$ cat src/hdl/autoneg_regs_pkg.sv
// Constants for the auto-negotiation partner, expansion and next-page register group.
package autoneg_regs_pkg;

   localparam int ADDR_W = 5;
   localparam int IDX_W  = 3;
   localparam int DATA_W = 32;
   localparam int REG_W  = 16;

   // Word indices; byte address is four times the index.
   localparam logic [IDX_W-1:0] IDX_PARTNER = 3'h5;
   localparam logic [IDX_W-1:0] IDX_EXPAND  = 3'h6;
   localparam logic [IDX_W-1:0] IDX_NEXTPG  = 3'h7;

   // Partner base page ability fields.
   localparam int PB_NEXT_PAGE = 15;
   localparam int PB_ACK       = 14;
   localparam int PB_RFAULT    = 13;
   localparam int PB_ASYM      = 11;
   localparam int PB_PAUSE     = 10;
   localparam int PB_TECH_HI   = 9;
   localparam int PB_TECH_LO   = 5;
   localparam int PB_SEL_HI    = 4;
   localparam int PB_SEL_LO    = 0;
   localparam logic [REG_W-1:0] PB_KEEP_MASK = 16'hEFFF;

   // Expansion status fields.
   localparam int EX_PD_FAULT     = 4;
   localparam int EX_LP_NP_ABLE   = 3;
   localparam int EX_LOC_NP_ABLE  = 2;
   localparam int EX_PAGE_RCVD    = 1;
   localparam int EX_LP_AN_ABLE   = 0;
   localparam logic LOCAL_NP_ABLE = 1'b1;

   // Local next page transmit fields.
   localparam int NP_NEXT_PAGE = 15;
   localparam int NP_MSG_PAGE  = 13;
   localparam int NP_ACK2      = 12;
   localparam int NP_TOGGLE    = 11;
   localparam int NP_CODE_HI   = 10;
   localparam int NP_CODE_LO   = 0;
   localparam logic [REG_W-1:0] NP_WR_MASK = 16'hB7FF;
   localparam logic [REG_W-1:0] NP_RESET   = 16'h2001;

endpackage

$ cat src/hdl/autoneg_partner_nextpage_regs.sv
// Partner ability, expansion status and local next-page registers on an Avalon-MM slave.
//
// Design decision made here: the Avalon-MM interface to the registers.
`timescale 1ns/100ps
module autoneg_partner_nextpage_regs
(
   input  wire logic                                      i_clk,
   input  wire logic                                      i_rst_n,
   input  wire logic [autoneg_regs_pkg::ADDR_W-1:0]       i_address,
   input  wire logic                                      i_read,
   input  wire logic                                      i_write,
   input  wire logic [autoneg_regs_pkg::DATA_W-1:0]       i_writedata,
   input  wire logic [3:0]                                i_byteenable,
   output logic      [autoneg_regs_pkg::DATA_W-1:0]       o_readdata,
   output logic                                           o_waitrequest,
   input  wire logic                                      i_lcw_valid,
   input  wire logic                                      i_lcw_base,
   input  wire logic [autoneg_regs_pkg::REG_W-1:0]        i_lcw_word,
   input  wire logic                                      i_np_sent,
   input  wire logic                                      i_an_restart,
   input  wire logic                                      i_pd_fault_async,
   output logic      [autoneg_regs_pkg::REG_W-1:0]        o_local_next_page
);
   typedef struct packed
   {
      logic [autoneg_regs_pkg::REG_W-1:0]  partner;
      logic                                lp_np_able;
      logic                                lp_an_able;
      logic [autoneg_regs_pkg::REG_W-1:0]  next_page;
      logic [autoneg_regs_pkg::DATA_W-1:0] rdata;
      logic                                wait_req;
   } regs_state_t;

   regs_state_t state_q;
   regs_state_t state_d;

   logic [autoneg_regs_pkg::IDX_W-1:0] idx;
   logic                               take;
   logic                               rd_take;
   logic                               wr_take;
   logic                               exp_read;
   logic                               np_write;
   logic                               pd_fault_lvl;
   logic                               pd_fault_flag;
   logic                               page_rcvd_flag;
   logic                               base_rcvd;
   logic [autoneg_regs_pkg::REG_W-1:0] exp_word;
   logic [autoneg_regs_pkg::REG_W-1:0] lane_mask;
   logic [autoneg_regs_pkg::REG_W-1:0] np_mask;
   logic [autoneg_regs_pkg::REG_W-1:0] rd_word;

   // The fault indication comes from the analog detection path, so it is resynchronised.
   level_sync2 pd_sync
   (
      .i_clk   (i_clk),
      .i_rst_n (i_rst_n),
      .i_async (i_pd_fault_async),
      .o_level (pd_fault_lvl)
   );

   sticky_flag pd_fault_latch
   (
      .i_clk   (i_clk),
      .i_rst_n (i_rst_n),
      .i_set   (pd_fault_lvl),
      .i_clear (exp_read),
      .o_flag  (pd_fault_flag)
   );

   sticky_flag page_rcvd_latch
   (
      .i_clk   (i_clk),
      .i_rst_n (i_rst_n),
      .i_set   (i_lcw_valid),
      .i_clear (exp_read),
      .o_flag  (page_rcvd_flag)
   );

   // A request is taken in the cycle it is seen while waitrequest is still high.
   assign idx       = i_address[autoneg_regs_pkg::ADDR_W-1:2];
   assign take      = state_q.wait_req & (i_read | i_write);
   assign rd_take   = take & i_read;
   assign wr_take   = take & i_write & ~i_read;
   assign exp_read  = rd_take & (idx == autoneg_regs_pkg::IDX_EXPAND);
   assign np_write  = wr_take & (idx == autoneg_regs_pkg::IDX_NEXTPG);
   assign base_rcvd = i_lcw_valid & i_lcw_base;
   assign lane_mask = {{8{i_byteenable[1]}}, {8{i_byteenable[0]}}};
   assign np_mask   = lane_mask & autoneg_regs_pkg::NP_WR_MASK;

   always_comb
   begin
      exp_word                                         = '0;
      exp_word[autoneg_regs_pkg::EX_PD_FAULT]          = pd_fault_flag;
      exp_word[autoneg_regs_pkg::EX_LP_NP_ABLE]        = state_q.lp_np_able;
      exp_word[autoneg_regs_pkg::EX_LOC_NP_ABLE]       = autoneg_regs_pkg::LOCAL_NP_ABLE;
      exp_word[autoneg_regs_pkg::EX_PAGE_RCVD]         = page_rcvd_flag;
      exp_word[autoneg_regs_pkg::EX_LP_AN_ABLE]        = state_q.lp_an_able;
   end

   // Unmapped addresses read as zero and ignore writes.
   always_comb
   begin
      if (idx == autoneg_regs_pkg::IDX_PARTNER)
         rd_word = state_q.partner;
      else if (idx == autoneg_regs_pkg::IDX_EXPAND)
         rd_word = exp_word;
      else if (idx == autoneg_regs_pkg::IDX_NEXTPG)
         rd_word = state_q.next_page;
      else
         rd_word = '0;
   end

   always_comb
   begin
      state_d = state_q;

      // One cycle of low waitrequest answers each taken request.
      state_d.wait_req = ~take;
      if (rd_take)
         state_d.rdata = {{(autoneg_regs_pkg::DATA_W-autoneg_regs_pkg::REG_W){1'b0}}, rd_word};

      // A restart forgets the previous partner; a base page arriving in the same cycle wins.
      if (i_an_restart)
      begin
         state_d.partner    = '0;
         state_d.lp_np_able = 1'b0;
         state_d.lp_an_able = 1'b0;
      end
      if (base_rcvd)
      begin
         state_d.partner    = i_lcw_word & autoneg_regs_pkg::PB_KEEP_MASK;
         state_d.lp_np_able = i_lcw_word[autoneg_regs_pkg::PB_NEXT_PAGE];
         state_d.lp_an_able = 1'b1;
      end

      // Toggle is hardware owned, so software writes never reach it.
      if (np_write)
         state_d.next_page = (state_q.next_page & ~np_mask)
                           | (i_writedata[autoneg_regs_pkg::REG_W-1:0] & np_mask);
      if (i_an_restart)
         state_d.next_page[autoneg_regs_pkg::NP_TOGGLE] = 1'b0;
      else if (i_np_sent)
         state_d.next_page[autoneg_regs_pkg::NP_TOGGLE] =
            ~state_q.next_page[autoneg_regs_pkg::NP_TOGGLE];
   end

   always_ff @(posedge i_clk)
   begin
      if (!i_rst_n)
      begin
         state_q            <= '0;
         state_q.next_page  <= autoneg_regs_pkg::NP_RESET;
         state_q.wait_req   <= 1'b1;
      end
      else
         state_q <= state_d;
   end

   assign o_readdata        = state_q.rdata;
   assign o_waitrequest     = state_q.wait_req;
   assign o_local_next_page = state_q.next_page;
endmodule

$ cat src/hdl/level_sync2.sv
// Two-stage synchroniser for a level arriving from outside the clock domain.
`timescale 1ns/100ps
module level_sync2
(
   input  wire logic i_clk,
   input  wire logic i_rst_n,
   input  wire logic i_async,
   output logic      o_level
);
   typedef struct packed
   {
      logic meta;
      logic sync;
   } sync_state_t;

   sync_state_t state_q;
   sync_state_t state_d;

   always_comb
   begin
      state_d      = state_q;
      state_d.meta = i_async;
      state_d.sync = state_q.meta;
   end

   always_ff @(posedge i_clk)
   begin
      if (!i_rst_n)
         state_q <= '0;
      else
         state_q <= state_d;
   end

   assign o_level = state_q.sync;
endmodule

$ cat src/hdl/sticky_flag.sv
// Latched-high status flag: set by an event, cleared on request, set wins.
`timescale 1ns/100ps
module sticky_flag
(
   input  wire logic i_clk,
   input  wire logic i_rst_n,
   input  wire logic i_set,
   input  wire logic i_clear,
   output logic      o_flag
);
   typedef struct packed
   {
      logic flag;
   } flag_state_t;

   flag_state_t state_q;
   flag_state_t state_d;

   always_comb
   begin
      state_d      = state_q;
      state_d.flag = i_set | (state_q.flag & ~i_clear);
   end

   always_ff @(posedge i_clk)
   begin
      if (!i_rst_n)
         state_q <= '0;
      else
         state_q <= state_d;
   end

   assign o_flag = state_q.flag;
endmodule

$ cat config.mk
export PLATFORM = sky130hd
export DESIGN_NAME = autoneg_partner_nextpage_regs
export DESIGN_NICKNAME = d
export VERILOG_FILES = /design/src/hdl/autoneg_regs_pkg.sv /design/src/hdl/autoneg_partner_nextpage_regs.sv /design/src/hdl/level_sync2.sv /design/src/hdl/sticky_flag.sv
export SDC_FILE = /design/constraint.sdc
export NUM_CORES = 1
export LEC_CHECK = 0
export ABC_AREA = 0
export BUFFER_PORTS_ARGS = -buffer_cell sky130_fd_sc_hd__buf_4
export CAP_MARGIN = 20
export CORE_MARGIN = 2
export CORE_UTILIZATION = 45
export DETAILED_ROUTE_END_ITERATION = 12
export PLACE_DENSITY = 0.82
export RECOVER_POWER = 50
export SLEW_MARGIN = 5
export SYNTH_ARGS = -nofsm -noshare
export SYNTH_HDL_FRONTEND = slang
export SYNTH_SLANG_ARGS = --single-unit
$ cat constraint.sdc
create_clock -name i_clk -period 1.8 [get_ports i_clk]
set_clock_uncertainty 0.1 [all_clocks]
set_input_delay 0.09 -clock i_clk [delete_from_list [all_inputs] [get_ports i_clk]]
set_output_delay 0.09 -clock i_clk [all_outputs]
set_load 0.02 [all_outputs]
==> summary.md <==
| Metric | Value |
|---|---|
| Status | finished clean |
| Switching pwr | 0.000541 W |
| VDD IR max | 0.000377 V |
| Tot Pwr | 0.00215 W |
| Worst Setup EP | o_waitrequest |
| Drt wl/cell | 14.3 um |
| Hold Slack | 19.3 ps |
| Minimum clock period | 1510 ps |
| Clock Sinks | 52 |
| Via count | 1975 |
| Total track usage | 19.5% |
| CTS Hold Buffers Added | 34 |
| LEAKAGE | 1.25 nW |
| Crit path depth | 4 |
| Cts bufs inserted | 5 |
| Period Utilization, post-route | 83.8% |
| Via density per instance | 4.90 |
| Max_cap viols | 0 |
| CP startpoint | i_rst_n |
| Max transition margin | 46.7% |
| Synth Flop Type | dfxtp_1 |
| Grt met3 use | 5.11% |
| Worst-case clock buffer depth | 2 |
| Clock transition at path regs | 90 ps |
| Yosys cell types | 45 |
| IO Pins | 115 |
| Multi-input logic area | 1070 sq um |
| Antenna viol nets, final | 0 |
| Fmax | 0.663 GHz |
| Core Box Area | 5440 sq um |
| Gr busiest metal | met2 |
| Worst r2r src | o_waitrequest |
| Synth Instances | 258 |
| Met2 GRT Util | 33.5% |
| Critical path arrival | 1590 ps |
| TNS Setup | 0 ps |
| Pwr dens | 691 nW/um^2 |
| Yosys Warn Count | 0 |
| Nets | 397 |
| Pin count of the biggest net entering global routing | 41 |
| Gate power share | 15.3% |
| Post-Synthesis Cell Area | 2510 sq um |
| Hold Path Class | in -> reg |
| Critical path class | in -> reg |
| Crit path cell chain | buf_4, clkbuf_2, o211ai_1, dlygate4sd3_1 |
| Vias in the first global route | 1922 |
| RR Endpoint | o_waitrequest |
| Initial antenna violation count | 0 |
| Met1 Use GR | 23.6% |
| Starting density of the core | 46.2% |
| Area Growth Syn to Fin | 23.8% |
| Fraction of registers with async set/reset | 0% |
| WL final | 5780 um |
| Congestion Overflow GR | 0 |
| Mapped Avg Cell Area | 9.73 sq um |
| Die H | 78.7 um |
| Reg2Reg Setup Slack | 330 ps |
| CP top delay family | buffers and inverters |
| Worst slew pin tran | 800 ps |
| Cts repair resizes | 0 |
| Iter 0 DRT Violations | 70 |
| CP max stage delay | 590 ps |
| Register area | 1040 sq um |
| RSZ-0062 raised after global routing | no |
| Crit-path slowest cell | dlygate4sd3_1 |
| Layout cells sized above 1 | 18.7% |
| GP Congestion | 0.745 |
| DRC | 0 |
| Clk pwr share | 29.1% |
| CP Capture Type | flip-flop |
| Worst EP required | 1890 ps |
| Hpwl dp | 3760 um |
| Switching Fraction | 25.2% |
| Worst Reg-to-Reg Cells | 3 |
| First-pass GRT wire length | 9290 um |
| DIE AREA | 6190 sq um |
| EDFF count, synth | 0 |
| Hold Vio Cnt, Final | 0 |
| # diodes | 0 |
| Port-buffer cells | 74 |
| Worst Path Buf+Inv | 3 |
| Fin util | 57.2% |
| Clock latency on the worst-skew pair | 300 ps |
| Max FO, Critical Path | 40 |
| Postcts setup bufs | 0 |
| Die Wd | 78.7 um |
| Most frequent cells in the layout | dfxtp_1 (52), buf_4 (46), dlygate4sd3_1 (34) |
| CTS tree | built |
| Initial DRT Pass Iterations | 4 |
| Commonest non-fill, non-tap cell in the layout | dfxtp_1 |
| Site Rows | 27 |
| Int Power | 0.00161 W |
| Final setup fails | 0 |
| Synth Register Bits | 52 |
| CP Launch Type | input port |
| Seq/Total Area, Yosys | 41.5% |
| Clk root buf | clkbuf_8 |
| Sequential share of power | 55.5% |
| Hold depth | 2 |
| Fin. max-slew vios | 0 |
| Htree depth | 2 |
| Fill count | 484 |
[synthesized netlist by cell type (2+ instances only)]
master | instances | area (sq um)
a21boi_1 | 2 | 15.0
and2_1 | 11 | 68.8
mux2i_1 | 23 | 230
o2bb2ai_1 | 9 | 78.8
a21oi_1 | 2 | 10.0
nand3_1 | 4 | 20.0
clkbuf_1 | 6 | 22.5
inv_1 | 2 | 7.51
buf_2 | 5 | 25.0
nand4_1 | 2 | 12.5
dfxtp_1 | 52 | 1040
buf_6 | 2 | 22.5
a22oi_1 | 2 | 15.0
nor2b_1 | 4 | 25.0
o21ai_0 | 2 | 10.0
buf_4 | 51 | 383
a22o_1 | 15 | 131
mux2_2 | 2 | 22.5
a21boi_0 | 2 | 15.0
nand2b_1 | 3 | 18.8
nand2_1 | 30 | 113
o21a_1 | 4 | 30.0
[kinds of logic after synthesis]
logic type,share of synthesized area [%]
muxes,10.1
and+or+nand+nor,15.8
other,0.149
buffers and inverters,18.5
AOI/OAI and AO/OA,13.7
DFF,41.5
xor gates and xnor gates,0.349
[power by group through the flow]
stage	sequential, W	combinational [W]	clock, W
after detailed placement	0.00122	0.000278	0
after global routing	0.00120	0.000360	0.000695
after floorplan	0.00122	0.000204	0
after CTS	0.00119	0.000337	0.000652
final	0.00119	0.000329	0.000626
after global placement	0.00122	0.000274	0
[worst min-delay path by stage]
stage	startpoint	endpoint	slack [ps]
detailed placement	i_pd_fault_async	pd_sync.state_d[0]	200
floorplan	i_lcw_valid	page_rcvd_latch.o_flag	110
CTS	i_rst_n	o_readdata[7]	10
finish	i_rst_n	o_readdata[7]	20
global placement	i_pd_fault_async	pd_sync.state_d[0]	200
global route	i_rst_n	flip-flop	20
[cell type report]
class | count | share of cell area [%]
Tap cell | 72 | 2.90
Inverter | 2 | 0.241
Clock inverter | 1 | 0.161
Sequential cell | 52 | 33.5
Multi-Input combinational cell | 155 | 34.4
Timing Repair Buffer | 115 | 26.5
Clock buffer | 6 | 2.33
[layer usage]
| layer | share of wire (%) | vias up | routed length (um) |
|---|---|---|---|
| met5 | 0 | - | 0 |
| met3 | 6.2 | 10 | 359 |
| li1 | - | 964 | - |
| met2 | 50 | 74 | 2880 |
| met1 | 42 | 927 | 2430 |
| met4 | 1.9 | 0 | 112 |
[through the flow]
stage / setup slack, ps / instances / area (sq um)
2_1_floorplan: 273 / 274 / 2570
3_5_place_dp: 300 / 362 / 2820
5_1_grt: 171 / 403 / 3110
4_1_cts: 322 / 403 / 3240
3_3_place_gp: 353 / 362 / 2820
6_report: 292 / 403 / 3110
Power figures use the tool's default switching activity.
